**src/rac_pkg.sv**
```systemverilog
// Constants and types for the receive auxiliary control block
package rac_pkg;
	// Register indexes; byte address is four times the index
	localparam logic [9:0] IDX_OPC2   = 10'h008;
	localparam logic [9:0] IDX_PIN0   = 10'h00B;
	localparam logic [9:0] IDX_PIN1   = 10'h00C;
	localparam logic [9:0] IDX_PIN2   = 10'h00D;
	localparam logic [9:0] IDX_IOC    = 10'h00E;
	localparam logic [9:0] IDX_WEXP   = 10'h014;
	localparam logic [9:0] IDX_LDCD   = 10'h019;
	localparam logic [9:0] IDX_RSSI   = 10'h026;
	localparam logic [9:0] IDX_THR    = 10'h027;
	localparam logic [9:0] IDX_STAT   = 10'h028;
	// Reset values
	localparam logic [7:0] RST_OPC2   = 8'h00;
	localparam logic [7:0] RST_PIN    = 8'h00;
	localparam logic [7:0] RST_IOC    = 8'h00;
	localparam logic [4:0] RST_WEXP   = 5'h03;
	localparam logic [7:0] RST_LDCD   = 8'h00;
	localparam logic [7:0] RST_RSSI   = 8'h00;
	localparam logic [7:0] RST_THR    = 8'h00;
	// Field positions
	localparam int ANTDIV_LSB = 5;
	localparam int ENLDM_BIT  = 2;
	localparam int DRV_LSB    = 6;
	localparam int PUP_BIT    = 5;
	localparam int FN_LSB     = 0;
	// Pin function codes
	localparam logic [4:0] FN_DEFAULT = 5'h00;
	localparam logic [3:0] FN_RSSI_LO = 4'hE;
	localparam logic [4:0] FN_DIO     = 5'h0A;
	localparam logic [4:0] FN_ANT1    = 5'h17;
	localparam logic [4:0] FN_ANT2    = 5'h18;
	localparam logic [4:0] FN_LDC_RX  = 5'h1D;
	// Timing
	localparam int CLK_PERIOD_PS    = 25000;
	localparam int DWELL_NS         = 4000;
	localparam int DWELL_BEACON_NS  = 2000;
	localparam int DWELL_CYC        = (DWELL_NS * 1000 + CLK_PERIOD_PS - 1) / CLK_PERIOD_PS;
	localparam int DWELL_BCN_CYC    =
		(DWELL_BEACON_NS * 1000 + CLK_PERIOD_PS - 1) / CLK_PERIOD_PS;
	localparam int EXT_W            = 48;
	localparam int DWELL_W          = 16;

	typedef enum logic [1:0] {
		LDC_IDLE   = 2'b00,
		LDC_LISTEN = 2'b01,
		LDC_EXTEND = 2'b10
	} rac_ldc_state_type;

	typedef enum logic [1:0] {
		DIV_OFF    = 2'b00,
		DIV_SEARCH = 2'b01,
		DIV_HOLD   = 2'b10
	} rac_div_state_type;

	typedef struct packed {
		logic       shutdown;
		logic       por;
		logic       mcu_clk;
		logic       wake_tick;
		logic       preamble_ok;
		logic       sync_ok;
		logic       search_fail;
		logic       rx_active;
		logic       tx_active;
		logic       rssi_strobe;
		logic [7:0] rssi;
	} rac_radio_type;

	typedef struct packed {
		logic [2:0] o;
		logic [2:0] oe;
	} rac_pads_type;

	typedef struct packed {
		logic [7:0]          opc2;
		logic [2:0][7:0]     pin_cfg;
		logic [7:0]          ioc;
		logic [4:0]          wexp;
		logic [7:0]          ldcd;
		logic [7:0]          rssi;
		logic [7:0]          thr;
		logic [2:0]          sync;
		logic                tick_lvl;
		rac_ldc_state_type   ldc_state;
		logic [EXT_W-1:0]    ext_cnt;
		rac_div_state_type   div_state;
		logic                rx_prev;
		logic                ant_cur;
		logic                ant_sel;
		logic [DWELL_W-1:0]  dwell;
		logic [7:0]          rssi_a;
		logic [7:0]          rssi_b;
		logic                rssi_flag;
		logic [31:0]         prdata;
		rac_pads_type        pads;
	} rac_state_type;
endpackage

```
**src/rac_core.sv**
```systemverilog
// Receive auxiliary control: low duty receive, pin routing, antenna diversity, signal strength
`timescale 1ns/1ps
module rac_core #(
	parameter int DWELL_CYCLES  = rac_pkg::DWELL_CYC,
	parameter int BEACON_CYCLES = rac_pkg::DWELL_BCN_CYC
) (
	// Clock and reset
	input  wire logic                   pclk,
	input  wire logic                   presetn,
	// APB slave
	input  wire logic                   psel,
	input  wire logic                   penable,
	input  wire logic                   pwrite,
	input  wire logic [11:0]            paddr,
	input  wire logic [31:0]            pwdata,
	output logic      [31:0]            prdata,
	output logic                        pready,
	output logic                        pslverr,
	// Radio status, same clock
	input  wire rac_pkg::rac_radio_type radio,
	// Slow oscillator from its own domain
	input  wire logic                   tick_32k,
	// Receiver enable from low duty control
	output logic                        ldc_rx_on,
	// Pin pads
	output rac_pkg::rac_pads_type       pads,
	output logic      [2:0][1:0]        pin_drive_strength,
	output logic      [2:0]             pin_pullup
);
	import rac_pkg::*;

	rac_state_type q;
	rac_state_type d;

	logic             setup;
	logic             access;
	logic             addr_ok;
	logic [9:0]       idx;
	logic             hit;
	logic [7:0]       rd_byte;
	logic             wr;
	logic             tick_rise;
	logic             rxtx;
	logic             rx_rise;
	logic             ant_use;
	logic             ant1;
	logic             ant2;
	logic [2:0]       antdiv;
	logic [EXT_W-1:0] ext_load;
	logic [4:0]       code;
	logic [DWELL_W-1:0] dwell_max;

	assign setup   = psel & ~penable;
	assign access  = psel & penable;
	assign idx     = paddr[11:2];
	assign addr_ok = (paddr[1:0] == 2'b00) & hit;
	assign wr      = access & pwrite & addr_ok;
	assign pready  = access;
	assign pslverr = access & ~addr_ok;
	assign prdata  = q.prdata;
	assign antdiv  = q.opc2[ANTDIV_LSB +: 3];
	assign rxtx    = radio.rx_active | radio.tx_active;
	assign rx_rise = radio.rx_active & ~q.rx_prev;

	// Address decode and read data
	always_comb begin
		hit     = 1'b1;
		rd_byte = 8'h00;
		if (idx == IDX_OPC2) begin
			rd_byte = q.opc2;
		end else if (idx == IDX_PIN0) begin
			rd_byte = q.pin_cfg[0];
		end else if (idx == IDX_PIN1) begin
			rd_byte = q.pin_cfg[1];
		end else if (idx == IDX_PIN2) begin
			rd_byte = q.pin_cfg[2];
		end else if (idx == IDX_IOC) begin
			rd_byte = q.ioc;
		end else if (idx == IDX_WEXP) begin
			rd_byte = {3'h0, q.wexp};
		end else if (idx == IDX_LDCD) begin
			rd_byte = q.ldcd;
		end else if (idx == IDX_RSSI) begin
			rd_byte = q.rssi;
		end else if (idx == IDX_THR) begin
			rd_byte = q.thr;
		end else if (idx == IDX_STAT) begin
			rd_byte = {q.rssi_flag, q.ant_sel, q.ant_cur, 1'b0,
				q.div_state, q.ldc_state};
		end else begin
			hit = 1'b0;
		end
	end

	// Antenna pin levels
	always_comb begin
		ant_use = (q.div_state == DIV_HOLD) ? q.ant_sel : q.ant_cur;
		if (!antdiv[2]) begin
			if (rxtx) begin
				ant1 = antdiv[0];
				ant2 = ~antdiv[0];
			end else begin
				ant1 = antdiv[1];
				ant2 = antdiv[1];
			end
		end else begin
			if (rxtx) begin
				ant1 = ~ant_use;
				ant2 = ant_use;
			end else begin
				ant1 = antdiv[0];
				ant2 = antdiv[0];
			end
		end
	end

	// Receive-on length in slow ticks
	assign ext_load = EXT_W'({q.ldcd, 2'b00}) << q.wexp;

	// Shorter dwell in beacon mode
	assign dwell_max = (antdiv[2:1] == 2'b11) ? DWELL_W'(BEACON_CYCLES)
		: DWELL_W'(DWELL_CYCLES);

	// Slow tick edge once stages two and three agree
	assign tick_rise = (q.sync[2] == q.sync[1]) & q.sync[1] & ~q.tick_lvl;

	always_comb begin
		d      = q;
		code   = 5'h00;
		d.sync = {q.sync[1:0], tick_32k};
		if (q.sync[2] == q.sync[1]) begin
			d.tick_lvl = q.sync[1];
		end
		d.rx_prev = radio.rx_active;

		// Register writes and read capture
		if (setup) begin
			d.prdata = {24'h000000, rd_byte};
		end
		if (wr) begin
			if (idx == IDX_OPC2) begin
				d.opc2 = pwdata[7:0];
			end else if (idx == IDX_PIN0) begin
				d.pin_cfg[0] = pwdata[7:0];
			end else if (idx == IDX_PIN1) begin
				d.pin_cfg[1] = pwdata[7:0];
			end else if (idx == IDX_PIN2) begin
				d.pin_cfg[2] = pwdata[7:0];
			end else if (idx == IDX_IOC) begin
				d.ioc = pwdata[7:0];
			end else if (idx == IDX_WEXP) begin
				d.wexp = pwdata[4:0];
			end else if (idx == IDX_LDCD) begin
				d.ldcd = pwdata[7:0];
			end else if (idx == IDX_THR) begin
				d.thr = pwdata[7:0];
			end
		end

		// Strength sample
		if (radio.rssi_strobe) begin
			d.rssi = radio.rssi;
		end

		// Clear channel decision at preamble evaluation
		if (radio.preamble_ok) begin
			d.rssi_flag = (radio.rssi > q.thr);
		end

		// Low duty cycle receive
		if (!q.opc2[ENLDM_BIT]) begin
			d.ldc_state = LDC_IDLE;
			d.ext_cnt   = '0;
		end else begin
			case (q.ldc_state)
				LDC_IDLE: begin
					if (radio.wake_tick) begin
						d.ldc_state = LDC_LISTEN;
					end
				end
				LDC_LISTEN: begin
					if (radio.preamble_ok && radio.sync_ok) begin
						d.ext_cnt = ext_load;
						if (ext_load == '0) begin
							d.ldc_state = LDC_IDLE;
						end else begin
							d.ldc_state = LDC_EXTEND;
						end
					end else if (radio.search_fail) begin
						d.ldc_state = LDC_IDLE;
					end
				end
				LDC_EXTEND: begin
					if (tick_rise) begin
						if (q.ext_cnt <= EXT_W'(1)) begin
							d.ext_cnt   = '0;
							d.ldc_state = LDC_IDLE;
						end else begin
							d.ext_cnt = q.ext_cnt - EXT_W'(1);
						end
					end
				end
				default: begin
					d.ldc_state = LDC_IDLE;
				end
			endcase
		end

		// Antenna diversity
		if (!antdiv[2]) begin
			d.div_state = DIV_OFF;
			d.dwell     = '0;
		end else begin
			case (q.div_state)
				DIV_OFF: begin
					if (rx_rise) begin
						d.div_state = DIV_SEARCH;
						d.dwell     = '0;
					end
				end
				DIV_SEARCH: begin
					if (radio.rssi_strobe) begin
						if (q.ant_cur) begin
							d.rssi_b = radio.rssi;
						end else begin
							d.rssi_a = radio.rssi;
						end
					end
					if (radio.preamble_ok) begin
						d.ant_sel   = (q.rssi_b > q.rssi_a);
						d.ant_cur   = (q.rssi_b > q.rssi_a);
						d.div_state = DIV_HOLD;
					end else if (!radio.rx_active) begin
						d.div_state = DIV_HOLD;
					end else if (q.dwell >= dwell_max - DWELL_W'(1)) begin
						d.dwell   = '0;
						d.ant_cur = ~q.ant_cur;
					end else begin
						d.dwell = q.dwell + DWELL_W'(1);
					end
				end
				DIV_HOLD: begin
					if (rx_rise) begin
						d.div_state = DIV_SEARCH;
						d.dwell     = '0;
						d.rssi_a    = '0;
						d.rssi_b    = '0;
					end
				end
				default: begin
					d.div_state = DIV_OFF;
				end
			endcase
		end

		// Pin function routing
		for (int i = 0; i < 3; i++) begin
			code         = q.pin_cfg[i][FN_LSB +: 5];
			d.pads.oe[i] = 1'b1;
			d.pads.o[i]  = 1'b0;
			if (radio.shutdown) begin
				d.pads.o[i] = 1'b0;
			end else if (code == FN_DEFAULT) begin
				if (i == 0) begin
					d.pads.o[i] = radio.por;
				end else if (i == 1) begin
					d.pads.o[i] = ~radio.por;
				end else begin
					d.pads.o[i] = radio.mcu_clk;
				end
			end else if (code[3:0] == FN_RSSI_LO) begin
				d.pads.o[i] = q.rssi_flag;
			end else if (code == FN_ANT1) begin
				d.pads.o[i] = ant1;
			end else if (code == FN_ANT2) begin
				d.pads.o[i] = ant2;
			end else if (code == FN_LDC_RX) begin
				d.pads.o[i] = (q.ldc_state != LDC_IDLE);
			end else if (code == FN_DIO) begin
				d.pads.o[i] = q.ioc[i];
			end else begin
				d.pads.oe[i] = 1'b0;
			end
		end
	end

	always_ff @(posedge pclk or negedge presetn) begin
		if (!presetn) begin
			q.opc2      <= RST_OPC2;
			q.pin_cfg   <= {3{RST_PIN}};
			q.ioc       <= RST_IOC;
			q.wexp      <= RST_WEXP;
			q.ldcd      <= RST_LDCD;
			q.rssi      <= RST_RSSI;
			q.thr       <= RST_THR;
			q.sync      <= 3'h0;
			q.tick_lvl  <= 1'b0;
			q.ldc_state <= LDC_IDLE;
			q.ext_cnt   <= '0;
			q.div_state <= DIV_OFF;
			q.rx_prev   <= 1'b0;
			q.ant_cur   <= 1'b0;
			q.ant_sel   <= 1'b0;
			q.dwell     <= '0;
			q.rssi_a    <= 8'h00;
			q.rssi_b    <= 8'h00;
			q.rssi_flag <= 1'b0;
			q.prdata    <= 32'h00000000;
			q.pads.o    <= 3'h0;
			q.pads.oe   <= 3'h7;
		end else begin
			q <= d;
		end
	end

	// Pad configuration straight from registers
	always_comb begin
		for (int i = 0; i < 3; i++) begin
			pin_drive_strength[i] = q.pin_cfg[i][DRV_LSB +: 2];
			pin_pullup[i]         = q.pin_cfg[i][PUP_BIT];
		end
	end

	assign pads      = q.pads;
	assign ldc_rx_on = (q.ldc_state != LDC_IDLE);
endmodule

```
**config.mk**
```make
export PLATFORM = sky130hd
export DESIGN_NAME = rac_core
export DESIGN_NICKNAME = d
export VERILOG_FILES = /design/src/rac_pkg.sv /design/src/rac_core.sv
export SDC_FILE = /design/constraint.sdc
export NUM_CORES = 1
export LEC_CHECK = 0
export ABC_AREA = 1
export BUFFER_PORTS_ARGS = -buffer_cell sky130_fd_sc_hd__buf_2
export CORE_MARGIN = 1
export CORE_UTILIZATION = 47
export CTS_BUF_LIST = sky130_fd_sc_hd__clkbuf_16
export DETAILED_ROUTE_END_ITERATION = 6
export PLACE_DENSITY_LB_ADDON = 0.3
export SLEW_MARGIN = 20
export SYNTH_ARGS = -nofsm -noshare
export SYNTH_HDL_FRONTEND = slang
export SYNTH_SLANG_ARGS = --single-unit
```
**constraint.sdc**
```tcl
create_clock -name pclk -period 2.7 [get_ports pclk]
set_input_delay 0.135 -clock pclk [delete_from_list [all_inputs] [get_ports pclk]]
set_output_delay 0.135 -clock pclk [all_outputs]
set_load 0.1 [all_outputs]
```
# [Word-level counts from Yosys, hierarchy flattened]
# Index checks and enable logic that the tools add are counted.
[word_totals] elab_cells=234 regBits=175 output_inout_bits=50 inputBits=68
[op_classes] n_addsub=3 magnitude_cmp=4 eq_ne=48 reduce_logical=29 n_mux=100 n_bitwise=25 shift=1
[op_table] op="8-bit two-way mux" count=13
[op_table] op="50-bit two-way mux" count=2
[op_table] op="16-bit two-way mux" count=6
[op_table] op="48-bit two-way mux" count=2
[op_table] op="48-bit one-hot mux with 2 select lines" count=1
[op_table] op="1-bit two-way mux" count=62
[op_table] op="10-bit by 4-bit equality test with 1-bit output, second input constant" count=5
[op_table] op="48-bit by 1-bit <= comparator with 1-bit output, second input constant" count=1
[op_table] op="48-bit zero test" count=1
[op_table] op="16-bit one-hot mux with 3 select lines" count=1
[op_table] op="10-bit by 5-bit << shifter with 48-bit output" count=1
[op_table] op="48-bit by 1-bit subtractor with 48-bit output, second input constant" count=1
[op_table] op="5-bit equality test, second input constant" count=9
[op_table] op="32-bit two-way mux" count=1
[op_table] op="16-bit one-hot mux with 2 select lines" count=1
[op_table] op="10-bit by 6-bit equality test with 1-bit output, second input constant" count=3
[op_table] op="3-bit inequality test, second input constant" count=8
[op_table] op="10-bit by 5-bit equality test with 1-bit output, second input constant" count=2
[op_table] op="5-bit AND reduction" count=4
[op_table] op="2-bit two-way mux" count=9
[op_table] op="16-bit by 1-bit adder with 16-bit output, second input constant" count=1
[op_table] op="16-bit >= comparator" count=1
[op_table] op="8-bit greater-than comparator" count=2
[op_table] op="5-bit by 4-bit equality test with 1-bit output, second input constant" count=3
[op_table] op="other kinds (27)" count=70

# [Logic depth before layout (Yosys ltp)]
# Gate-level depths: netlist of the first run.
[depth] word_depth=14 depth_mapped=16 ltp_nobuf=15

# [Least setup slack after synthesis of the first run]
# OpenSTA, ideal clock, no wires.
[synth_timing] kind="input to output" startpoint="in paddr[10]" endpoint="out pslverr" cell_stages=8 n_path_buf=0 slack_ns=0.296 arrival_time_ns=2.269 t_required_ns=2.565 path_cell_list="inv_1 nand2_2 nor2_4 nand2_4 nand2_2 nor2_1 nand3_2 a21oi_1"
[synth_between] elab_chain_cells=14 word_cells_on_any_way=23 cone_classes="eq/ne (10); mux (10); bitwise (3)"
[synth_lines] item="start: declaration" line="rac_core.sv:14" rtl="input wire logic [11:0] paddr,"
[synth_lines] item="10-bit by 6-bit equality test with 1-bit output" line="rac_core.sv:87" rtl="end else if (idx == IDX_STAT) begin"
[synth_lines] item="1-bit two-way mux" line="rac_core.sv:87"
[synth_lines] item="1-bit two-way mux" line="rac_core.sv:85" rtl="end else if (idx == IDX_THR) begin"
[synth_lines] item="1-bit two-way mux" line="rac_core.sv:83" rtl="end else if (idx == IDX_RSSI) begin"
[synth_lines] item="1-bit two-way mux" line="rac_core.sv:81" rtl="end else if (idx == IDX_LDCD) begin"
[synth_lines] item="1-bit two-way mux" line="rac_core.sv:79" rtl="end else if (idx == IDX_WEXP) begin"
[synth_lines] item="1-bit two-way mux" line="rac_core.sv:77" rtl="end else if (idx == IDX_IOC) begin"
[synth_lines] item="1-bit two-way mux" line="rac_core.sv:75" rtl="end else if (idx == IDX_PIN2) begin"
[synth_lines] item="1-bit two-way mux" line="rac_core.sv:73" rtl="end else if (idx == IDX_PIN1) begin"
[synth_lines] item="1-bit two-way mux" line="rac_core.sv:71" rtl="end else if (idx == IDX_PIN0) begin"
[synth_lines] item="1-bit two-way mux *" line="rac_core.sv:69" rtl="if (idx == IDX_OPC2) begin"
[synth_lines] item="1-bit AND *" line="rac_core.sv:56" rtl="assign addr_ok = (paddr[1:0] == 2'b00) & hit;"
[synth_lines] item="1-bit inverter *" line="rac_core.sv:59" rtl="assign pslverr = access & ~addr_ok;"
[synth_lines] item="1-bit AND *" line="rac_core.sv:59"
[synth_lines] item="end: declaration" line="rac_core.sv:18" rtl="output logic pslverr,"
# Mark *: on every way between the ends. The rest lies on a longest branch, timed or not.

# [Worst setup path after layout of the first run]
[layout_timing] startpoint="reg q[76] (netlist name)" endpoint="reg q[92] (netlist name)"
[layout_between] elab_chain_cells=5 word_cells_on_any_way=6 cone_classes="add/sub (1); order compare (1); mux (4)"
[layout_lines] item="start: declaration" line="rac_core.sv:32" rtl="rac_state_type q;"
[layout_lines] item="48-bit by 1-bit subtractor with 48-bit output or 48-bit by 1-bit <= comparator with 1-bit output (tied branches)" line="rac_core.sv:199, rac_core.sv:195"
[layout_lines] item="48-bit two-way mux *" line="rac_core.sv:195" rtl="if (q.ext_cnt <= EXT_W'(1)) begin"
[layout_lines] item="50-bit two-way mux *" line="rac_core.sv:194" rtl="if (tick_rise) begin"
[layout_lines] item="48-bit one-hot mux with 2 select lines *" line="rac_core.sv:175" rtl="case (q.ldc_state)"
[layout_lines] item="50-bit two-way mux *" line="rac_core.sv:171" rtl="if (!q.opc2[ENLDM_BIT]) begin"
# Mark *: on every way between the ends. The rest lies on a longest branch, timed or not. The select of a mux whose other input is x is not followed.
# A chain may end at the register's enable or synchronous reset.

==> run_results.csv, run 1 <==
group,metric,value,unit
setup_path,r2r_cells,11,
cts,clock_latency,0.44,ns
cts,htreeDepth,4,
setup_path,crit_top_cell,"inv_1",
detailed_routing,drcViolationCount,0,
power_and_ir_drop,swShare,41.7,%
setup_path,critical_path_class,"reg2reg",
sta,final_hold_viol_count,0,
setup_path,crit_path_top_delay_cell,"dfrtp_1",
floorplanning,die_w,159,microns
sta,worst_clock_skew,0.0160,ns
cts,post_cts_buffers,0,
worst_hold_path,min_path_cells,4,
cts,clockBufferDepth,2,
power_and_ir_drop,intPower,5410,uW
synth,ys_warn_count,0,
floorplanning,rows,57,
floorplanning,dieArea,25200,sq um
worst_hold_path,min_path_type,"in2reg",
sta,rsz0062_at_grt,"no",
detailed_routing,wire_per_inst,16.0,microns
placed_design,place.gp.congestion,1.01,
sta,worst_pin_slew,0.752,ns
layout,syn2layout_area_growth,10.6,%
sta,fmax,409,MHz
cts,cts_resized,0,
synth,synth.area.top_cells,"dfrtp_1 37%, nand2_1 15%, nor2_1 6.1%, inv_1 6.1%, nand3_1 4.5%",
synth,synth_area,11600,sq um
synth,yosys.area.top_type,"dfrtp_1",
synth,yosysTopAreaCellShare,36.8,%
power_and_ir_drop,power_switching,3870,uW
power_and_ir_drop,combPwrFrac,36.1,%
placed_design,hpwl,24.4,mm
synth,syn_inst,1638,
grt,grt_pass1_wl,53.2,mm
synth,synth-edff-count,0,
sta,post-route-period-util,90.5,%
setup_path,cp-end-kind,"register",
setup_path,crit_chain,"inv_1 -> ha_1 -> nand2_1 -> inv_1 -> o2111ai_1 -> nand2_1 -> nor2_4 -> inv_1 -> buf_4 -> or2_2 -> nand3_1",
setup_path,max_stage_delay,0.39,ns
detailed_routing,drt_wl_total,32.4,mm
power_and_ir_drop,peakVddDrop,0.368,mV
sta,setup-violations-final,0,
detailed_routing,first_iter_violations,990,
cts,clk_pin_slew,0.08,ns
placed_design,io_buffers,69,
synth,async_flop_share,100,%
layout,drive_gt1_share,11.7,%
setup_path,cp_max_fo,13,
layout,nNetsFinal,1787,
detailed_routing,viasPerCell,5.38,
setup_path,worst-path-stages,11,
sta,slew-limit-headroom,49.3,%
power_and_ir_drop,p_per_area,726,nW/um^2
setup_path,worstPathRequired,3.06,ns
detailed_routing,via_count,10900,
setup_path,critPathBufInv,4,
cts,cts_root_buf,"clkbuf_16",
synth,syn_avg_cell_area,7.05,sq um
setup_path,cp-start-kind,"register",
floorplanning,die_h,159,microns
layout,diodes,0,
sta,slew_viol_final,0,
synth,yosysSeqAreaShare,38.0,%
synth,ys_ff_latch,175,
power_and_ir_drop,power.leakage,0.00653,uW
grt,grt_overflow_total,0,
cts,cts_made_buffers,17,
synth,synth_flop_cell,"dfrtp_1",
grt,antenna_found_initial,0,
synth,synth_cell_types,52,
detailed_routing,drtPass1Iterations,5,
cts,cts_tree,"built",
grt,grt_max_degree,71,
power_and_ir_drop,clockPowerShare,27.0,%
flow_run,cap_violations,0,
grt,grt_pass1_vias,10200,
outcome,status,"completed",
layout,final_util,52.9,%
power_and_ir_drop,seq_power_share,36.9,%
floorplanning,pin_count,118,
layout,fillerInstances,2358,
sta,fin_crit,2.44,ns
setup_path,crit_family,"simple AND/OR/NAND/NOR gates",
detailed_routing,ant_nets,0,
sta,fin_setup_tns,0,ns
setup_path,arrival,2.81,ns
cts,clock_sinks,175,
floorplanning,core_area,24200,sq um
floorplanning,start_util,47.8,%
grt,track_usage,26.6,%
layout by cell type, fill, tap and decap left out, types with 7 or more instances in the layout:
master and instances:
o211ai_1 11, nor2_4 8, nand2_1 474, ha_1 23, dlygate4sd3_1 15, buf_2 68
nor2_1 189, nand4_1 56, a21oi_1 25, o21a_1 7, o21ai_0 94, o21ai_2 16
xor2_1 20, or2_2 11, o22ai_1 22, nor4_1 16, nand3_1 103, clkbuf_16 17
o21ai_1 9, buf_4 18, nor3_1 23, xnor2_1 7, dfrtp_1 170, conb_1 24
inv_1 188
worst min-delay path, cell delays in order:
cell	delay, ns
buf_2	0.08
nor2_1	0.09
nand2_1	0.08
nand2_1	0.04
cell families (layout without fill, tap and decap cells):
family | count (synthesis) | in the layout | synth area share, %
compound gates | 211 | 211 | 11.0
xor+xnor | 27 | 27 | 2.05
fa+ha+maj | 23 | 23 | 2.49
buf+inv | 286 | 334 | 11.1
flops | 175 | 175 | 38.0
mux | 1 | 1 | 0.0975
other cells | 1 | 24 | 0.0325
simple gates | 914 | 914 | 35.2
flip-flops by register name, summed over array words and instances, names as in the netlist:
register and flops:
pads 6, code 5, q 142, pin_drive_strength 6, d 2, prdata 8
pin_pullup 3, antdiv 3
Yosys cell counts (6+ instances only):
| master | n |
|---|---|
| o21ai_2 | 16 |
| buf_4 | 47 |
| o21ai_1 | 9 |
| nor2_1 | 189 |
| clkbuf_1 | 27 |
| o22ai_1 | 22 |
| a21oi_1 | 25 |
| nand2_2 | 6 |
| xnor2_1 | 7 |
| inv_2 | 6 |
| o21a_1 | 7 |
| nor3_1 | 23 |
| nand2_1 | 474 |
| buf_2 | 8 |
| xor2_1 | 20 |
| nor4_1 | 16 |
| o21ai_0 | 94 |
| o211ai_1 | 11 |
| dfrtp_1 | 170 |
| inv_1 | 187 |
| nand3_1 | 103 |
| nand4_1 | 56 |
| or2_2 | 11 |
| nor2_4 | 8 |
| ha_1 | 23 |
layer usage:
metal | share of wire, % | GRT usage (%)
met1 | 44 | 35.4
met2 | 46 | 42.9
met3 | 6.1 | 4.39
met4 | 4.0 | 10.8
met5 | 0 | 0
what timing repair did:
action / CTS / global route
endpoints found under the hold margin: 83 / 0
hold buffers: 15 / 0
setup endpoints to repair: 0 / 0
stage by stage:
stage / hold WS [ns] / setup slack [ns] / cells / power [uW] / area [sq um]
floorplan: -0.161 / 0.296 / 1661 / 5970 / 11600
global placement: 0.196 / 0.325 / 1986 / 6690 / 12000
detailed placement: 0.203 / 0.272 / 1986 / 6740 / 12000
CTS: 0.0111 / 0.273 / 2033 / 9280 / 12800
global route: 0.0165 / 0.0302 / 2033 / 10000 / 12800
finish: 0.0126 / 0.257 / 2033 / 9280 / 12800
power by group through the flow:
stage,registers [uW],clock network (uW),logic [uW]
after floorplan,3360,0,2610
after global placement,3450,0,3230
after detailed placement,3460,0,3280
after CTS,3420,2550,3320
after global routing,3490,2650,3860
final,3430,2510,3350
worst paths after layout:
path,startpoint,to,slack [ns]
setup / recovery,q[76]$_DFFE_PN0P_,q[92]$_DFFE_PN0P_,0.26
hold / removal,penable,prdata[2]$_DFFE_PN0P_,0.01
setup reg to reg,q[76]$_DFFE_PN0P_,q[92]$_DFFE_PN0P_,0.26
hold reg to reg,d[128]$_DFF_PN0_,d[129]$_DFF_PN0_,0.35
max in group asynchronous,presetn,q[154]$_DFFE_PN1P_,1.59
min in group asynchronous,presetn,q[58]$_DFFE_PN0P_,0.28
layout make-up:
cell class	instances	area (sq um)	area share, %
multi-input combinational	1200	5970	46.7
clock inverter	15	174	1.36
sequential	175	4390	34.3
inverter	198	746	5.84
timing repair buffer	104	677	5.30
tap	324	405	3.17
clock buffer	17	425	3.33
Note: power is estimated with default switching activity, not from simulation.
==> inputs of run 2 (changes only) <==
--- a/config.mk
+++ b/config.mk
@@ -9,7 +9,8 @@
 export BUFFER_PORTS_ARGS = -buffer_cell sky130_fd_sc_hd__buf_2
 export CORE_MARGIN = 1
-export CORE_UTILIZATION = 47
+export CORE_UTILIZATION = 28
 export CTS_BUF_LIST = sky130_fd_sc_hd__clkbuf_16
 export DETAILED_ROUTE_END_ITERATION = 6
+export GPL_TIMING_DRIVEN = 0
 export PLACE_DENSITY_LB_ADDON = 0.3
 export SLEW_MARGIN = 20
==> constraint.sdc (replaced) <==
create_clock -name pclk -period 2.7 [get_ports pclk]
set_input_delay 0.27 -clock pclk [delete_from_list [all_inputs] [get_ports pclk]]
set_output_delay 0.27 -clock pclk [all_outputs]
set_load 0.1 [all_outputs]
==> run 2 against run 1 <==
Net effect: the run now ends with design-rule violations left; sequential share of layout area decreased by 1.4 points; fmax fell by 5.6%; combinational power is essentially flat.
==> run_results.csv, run 2 (synthesized netlist as in run 1, its figures left out) <==
group,metric,value,unit
power_and_ir_drop,power.leakage,0.00672,uW
cts,post_cts_buffers,0,
grt,grt_overflow_total,0,
grt,grt_pass1_vias,10500,
floorplanning,rows,74,
layout,syn2layout_area_growth,15.2,%
setup_path,cp-start-kind,"register",
placed_design,hpwl,28.0,mm
setup_path,cp-end-kind,"register",
sta,rsz0062_at_grt,"yes",
placed_design,dp.cells,2262,
sta,fmax,386,MHz
cts,htreeDepth,4,
layout,max_flop_register,"q",
sta,worst_clock_skew,0.0189,ns
floorplanning,die_h,205,microns
grt,antenna_found_initial,1,
setup_path,worstPathRequired,3.02,ns
layout,nNetsFinal,1843,
detailed_routing,first_iter_violations,799,
power_and_ir_drop,total_power,9350,uW
grt,grt_pass1_wl,57.7,mm
detailed_routing,viasPerCell,4.84,
detailed_routing,drt_wl_total,36.5,mm
floorplanning,die_w,205,microns
setup_path,cp_max_fo,10,
layout,largest_register_ffs,142,
sta,worst_pin_slew,0.944,ns
sta,slew-limit-headroom,36.8,%
floorplanning,dieArea,42100,sq um
cts,clock_latency,0.47,ns
layout,fillerInstances,4444,
sta,timing.hold.ws,0.0715,ns
setup_path,arrival,2.91,ns
floorplanning,start_util,28.4,%
placed_design,place.gp.congestion,0.910,
layout,regArea,4390,sq um
cts,cts_made_buffers,17,
sta,fin_crit,2.59,ns
layout,instances_no_fill,2299,
worst_hold_path,min_path_type,"in2reg",
sta,final_hold_viol_count,0,
layout,final_cell_mix,"473 x nand2_1, 189 x nor2_1, 187 x inv_1, 170 x dfrtp_1, 103 x nand3_1",
outcome,violations,"design-rule violations",
cts,clockBufferDepth,2,
detailed_routing,drtPass1Iterations,7,
sta,setup-violations-final,0,
outcome,status,"finished with violations",
detailed_routing,via_count,11100,
grt,track_usage,17.8,%
power_and_ir_drop,peakVddDrop,0.452,mV
grt,grt_max_degree,92,
power_and_ir_drop,p_per_area,703,nW/um^2
flow_run,cap_violations,0,
placed_design,io_buffers,68,
detailed_routing,ant_nets,0,
setup_path,critical_path_class,"reg2reg",
cts,clk_pin_slew,0.08,ns
sta,post-route-period-util,95.9,%
sta,fin_setup_tns,0,ns
layout,layout_commonest_cell,"nand2_1",
layout,drive_gt1_share,13.7,%
detailed_routing,drcViolationCount,3,
layout,multi_input_area,5970,sq um
floorplanning,pin_count,118,
cts,cts_tree,"built",
placed_design,dpl_cell_area,12700,sq um
cts,cts_root_buf,"clkbuf_16",
cts,clock_sinks,175,
sta,slew_viol_final,0,
layout,largestRegisters,"q (142), prdata (8)",
layout,final_cell_area,13300,sq um
floorplanning,core_area,40700,sq um
detailed_routing,wire_per_inst,15.9,microns
-- run 2: changes by cell type in the layout (fill, tap and decap cells not counted), sizes merged --
| cell | change |
|---|---|
| buf | +41 |
| clkbuf | +27 |
| dlygate4sd3 | -12 |
| diode | +2 |
| clkinv | -1 |
| clkinvlp | +1 |
-- run 2: what timing repair did --
item / CTS / global route
endpoints found under the setup margin: 0 / 26
hold buffers: 3 / 0
hold endpoints to repair: 83 / 0
gates resized for setup: 0 / 3
-- run 2: where the power goes --
| group | total (uW) | switching (uW) | internal, uW |
|---|---|---|---|
| Sequential | 3430 | 403 | 3030 |
| Combinational | 3380 | 2230 | 1150 |
| Clock | 2540 | 1290 | 1240 |
-- run 2: worst paths after layout --
path                              startpoint                  to  slack [ns]  depth (start not counted)
max                        q[93]$_DFFE_PN0P_   q[77]$_DFFE_PN0P_        0.11                         11
min                                 radio[1]  q[139]$_DFFE_PN0P_        0.07                          3
max reg2reg                q[93]$_DFFE_PN0P_   q[77]$_DFFE_PN0P_        0.11                         11
min reg2reg                 d[128]$_DFF_PN0_    d[129]$_DFF_PN0_        0.36                          0
max in group asynchronous            presetn   pads[2]$_DFF_PN1_        1.35                          3
min in group asynchronous            presetn  q[119]$_DFFE_PN0P_        0.39                          2
-- run 2: cell type report --
class                           count  area share [%]
Clock inverter                     15            1.23
Timing Repair Buffer               72            3.06
Inverter                          198            5.60
Tap cell                          532            5.00
Clock buffer                       17            3.20
Multi-Input combinational cell   1200            44.9
Sequential cell                   175            33.0
Antenna cell                        2          0.0376
Buffer                             88            4.06
-- run 2: through the flow --
stage	utilization (%)	setup WS, ns
after floorplan	-	0.0257
after global placement	31.0	-1.74
after detailed placement	31.1	0.0653
after CTS	32.6	0.0560
after global routing	32.7	-0.00122
final	32.7	0.111
-- run 2: metal layers --
metal  vias to the layer above  part of all wire (%)  GRT usage (%)
met4                         0                   1.5           5.45
met1                      5265                    49           25.6
met5                         -                     0              0
met3                        46                   4.6           2.75
met2                       316                    45           27.4
li1                       5495                     -              -
-- run 2: worst max-delay path, cell delays in order, from the launching register on --
cell       delay (ns)
dfrtp_1          0.43
nor2_1           0.26
nand2_1          0.15
nor2_1           0.11
nand2_1          0.06
nor2_1           0.22
o2111ai_1        0.23
nand2_2          0.29
nor2_4           0.13
inv_1            0.16
buf_2            0.29
o22ai_1          0.12
==> inputs of run 3 (changes only) <==
- ABC_CLOCK_PERIOD_IN_PS: default -> 2700
- CORE_UTILIZATION: 28 -> 43
- GPL_TIMING_DRIVEN: 0 -> 1
==> run 3 against run 2 <==
Net effect: the run still ends with design-rule violations left; routed wire length shrank 11%; critical path depth is the same; register-to-register slack gained 0.16 ns; clock power is essentially flat; power shrank 0.95%; via count shrank 2.6%; non-clock buffer count shrank 67; critical endpoint is now q[92]$_DFFE_PN0P_; largest cell class unchanged.
==> run_results.csv, run 3 (synthesized netlist as in run 1, its figures left out) <==
group,metric,value,unit
sta,worst_clock_skew,0.0137,ns
detailed_routing,first_iter_violations,920,
detailed_routing,wire_per_inst,15.9,microns
detailed_routing,drt_wl_total,32.4,mm
cts,hold_buffers,2,
floorplanning,dieArea,27500,sq um
power_and_ir_drop,power.leakage,0.00648,uW
sta,worst_pin_slew,0.766,ns
grt,grt_pass1_vias,10100,
layout,diodes,0,
cts,clk_pin_slew,0.08,ns
cts,cts_made_buffers,17,
setup_path,cp_max_fo,9,
floorplanning,pin_count,118,
layout,max_flop_register,"q",
grt,grt_max_degree,63,
floorplanning,core_area,26200,sq um
sta,slew-limit-headroom,48.4,%
setup_path,cp-end-kind,"register",
grt,antenna_found_initial,0,
grt,grt_pass1_wl,52.8,mm
detailed_routing,via_count,10800,
layout,drive_gt1_share,11.9,%
sta,fin_crit,2.43,ns
setup_path,critical_path_class,"reg2reg",
sta,setup_slack,0.270,ns
cts,cts_root_buf,"clkbuf_16",
floorplanning,start_util,44.1,%
detailed_routing,drcViolationCount,8,
power_and_ir_drop,power_switching,3790,uW
power_and_ir_drop,seq_power_share,37.0,%
floorplanning,die_h,166,microns
placed_design,post-place-ws,0.213,ns
cts,cts_tree,"built",
sta,fmax,412,MHz
cts,clock_sinks,175,
setup_path,arrival,2.80,ns
power_and_ir_drop,clockPowerShare,27.2,%
detailed_routing,drtPass1Iterations,7,
power_and_ir_drop,swShare,40.9,%
floorplanning,die_w,166,microns
grt,track_usage,24.1,%
cts,cts_resized,0,
layout,nNetsFinal,1776,
layout,final_cell_mix,"474 x nand2_1, 189 x nor2_1, 187 x inv_1, 170 x dfrtp_1, 103 x nand3_1",
detailed_routing,viasPerCell,5.33,
sta,rsz0062_at_grt,"no",
flow_run,cap_violations,0,
layout,largestRegisters,"q (142), prdata (8)",
placed_design,io_buffers,69,
grt,grt_overflow_total,0,
setup_path,crit_chain,"inv_1 -> ha_1 -> nand2_1 -> inv_1 -> o2111ai_1 -> nand2_1 -> nor2_4 -> inv_1 -> buf_4 -> or2_2 -> nand3_1",
cts,post_cts_buffers,0,
setup_path,crit_path_top_delay_cell,"dfrtp_1",
layout,layout_commonest_cell,"nand2_1",
power_and_ir_drop,combPwrFrac,35.8,%
sta,setup-violations-final,0,
placed_design,place.gp.congestion,0.933,
sta,post-route-period-util,90.0,%
sta,final_hold_viol_count,0,
sta,slew_viol_final,0,
power_and_ir_drop,p_per_area,731,nW/um^2
layout,largest_register_ffs,142,
outcome,violations,"design-rule violations",
setup_path,max_stage_delay,0.40,ns
layout,syn2layout_area_growth,9.76,%
floorplanning,rows,59,
power_and_ir_drop,intPower,5470,uW
cts,clockBufferDepth,2,
cts,clock_latency,0.44,ns
worst_hold_path,min_path_type,"in2reg",
placed_design,hpwl,24.7,mm
setup_path,r2r_slack,0.27,ns
setup_path,crit_top_cell,"inv_1",
detailed_routing,ant_nets,0,
outcome,status,"finished with violations",
sta,fin_setup_tns,0,ns
layout,final_util,48.4,%
power_and_ir_drop,peakVddDrop,0.446,mV
cts,htreeDepth,4,
setup_path,worstPathRequired,3.07,ns
setup_path,cp-start-kind,"register",
==> run 3: layout make-up <==
type	instances	area, sq um
sequential	175	4390
clock buffer	17	425
fill	2634	13500
clock inverter	14	174
timing repair buffer	93	562
multi-input combinational	1200	5970
inverter	198	746
tap	335	419
==> run 3: path summary, 6_finish.rpt <==
kind,from,endpoint,cells past startpoint
min reg2reg,d[128]$_DFF_PN0_,d[129]$_DFF_PN0_,0
min,radio[10],q[73]$_DFF_PN0_,1
min in group asynchronous,presetn,q[88]$_DFFE_PN0P_,2
max reg2reg,q[76]$_DFFE_PN0P_,q[92]$_DFFE_PN0P_,11
max in group asynchronous,presetn,pads[2]$_DFF_PN1_,3
max,q[76]$_DFFE_PN0P_,q[92]$_DFFE_PN0P_,11
==> run 3: critical path: cells and delay by family, from the launching register on <==
kind / cells / cell delay (ns)
AND/OR/NAND/NOR: 5 / 1.09
buffers and inverters: 4 / 0.42
AO/OA/AOI/OAI: 1 / 0.22
adder cells (fa/ha/maj): 1 / 0.23
flip-flops: 1 / 0.40
==> run 3: per-stage QoR <==
stage          hold slack (ns)  total power, uW  area (sq um)  std cells
2_1_floorplan          -0.0256             5970         11600       1661
3_3_place_gp             0.317             6680         12100       1999
3_5_place_dp             0.316             6730         12100       1999
4_1_cts                0.00964             9290         12700       2032
5_1_grt               0.000449             9980         12700       2032
6_report                0.0253             9260         12700       2032
==> run 3: layer usage <==
metal  up-vias  wire length, microns  track usage [%]
met4         0                   954             8.61
li1       5346                     -                -
met5         -                     0                0
met2       359                 14900             38.7
met1      5068                 14600             33.1
met3        60                  1860             3.81
==> run 3: power groups by stage <==
stage	Clock, uW	Sequential, uW	Combinational [uW]
after CTS	2570	3410	3300
after global routing	2690	3480	3810
final	2520	3420	3320
after global placement	0	3450	3230
after detailed placement	0	3450	3270
after floorplan	0	3360	2610
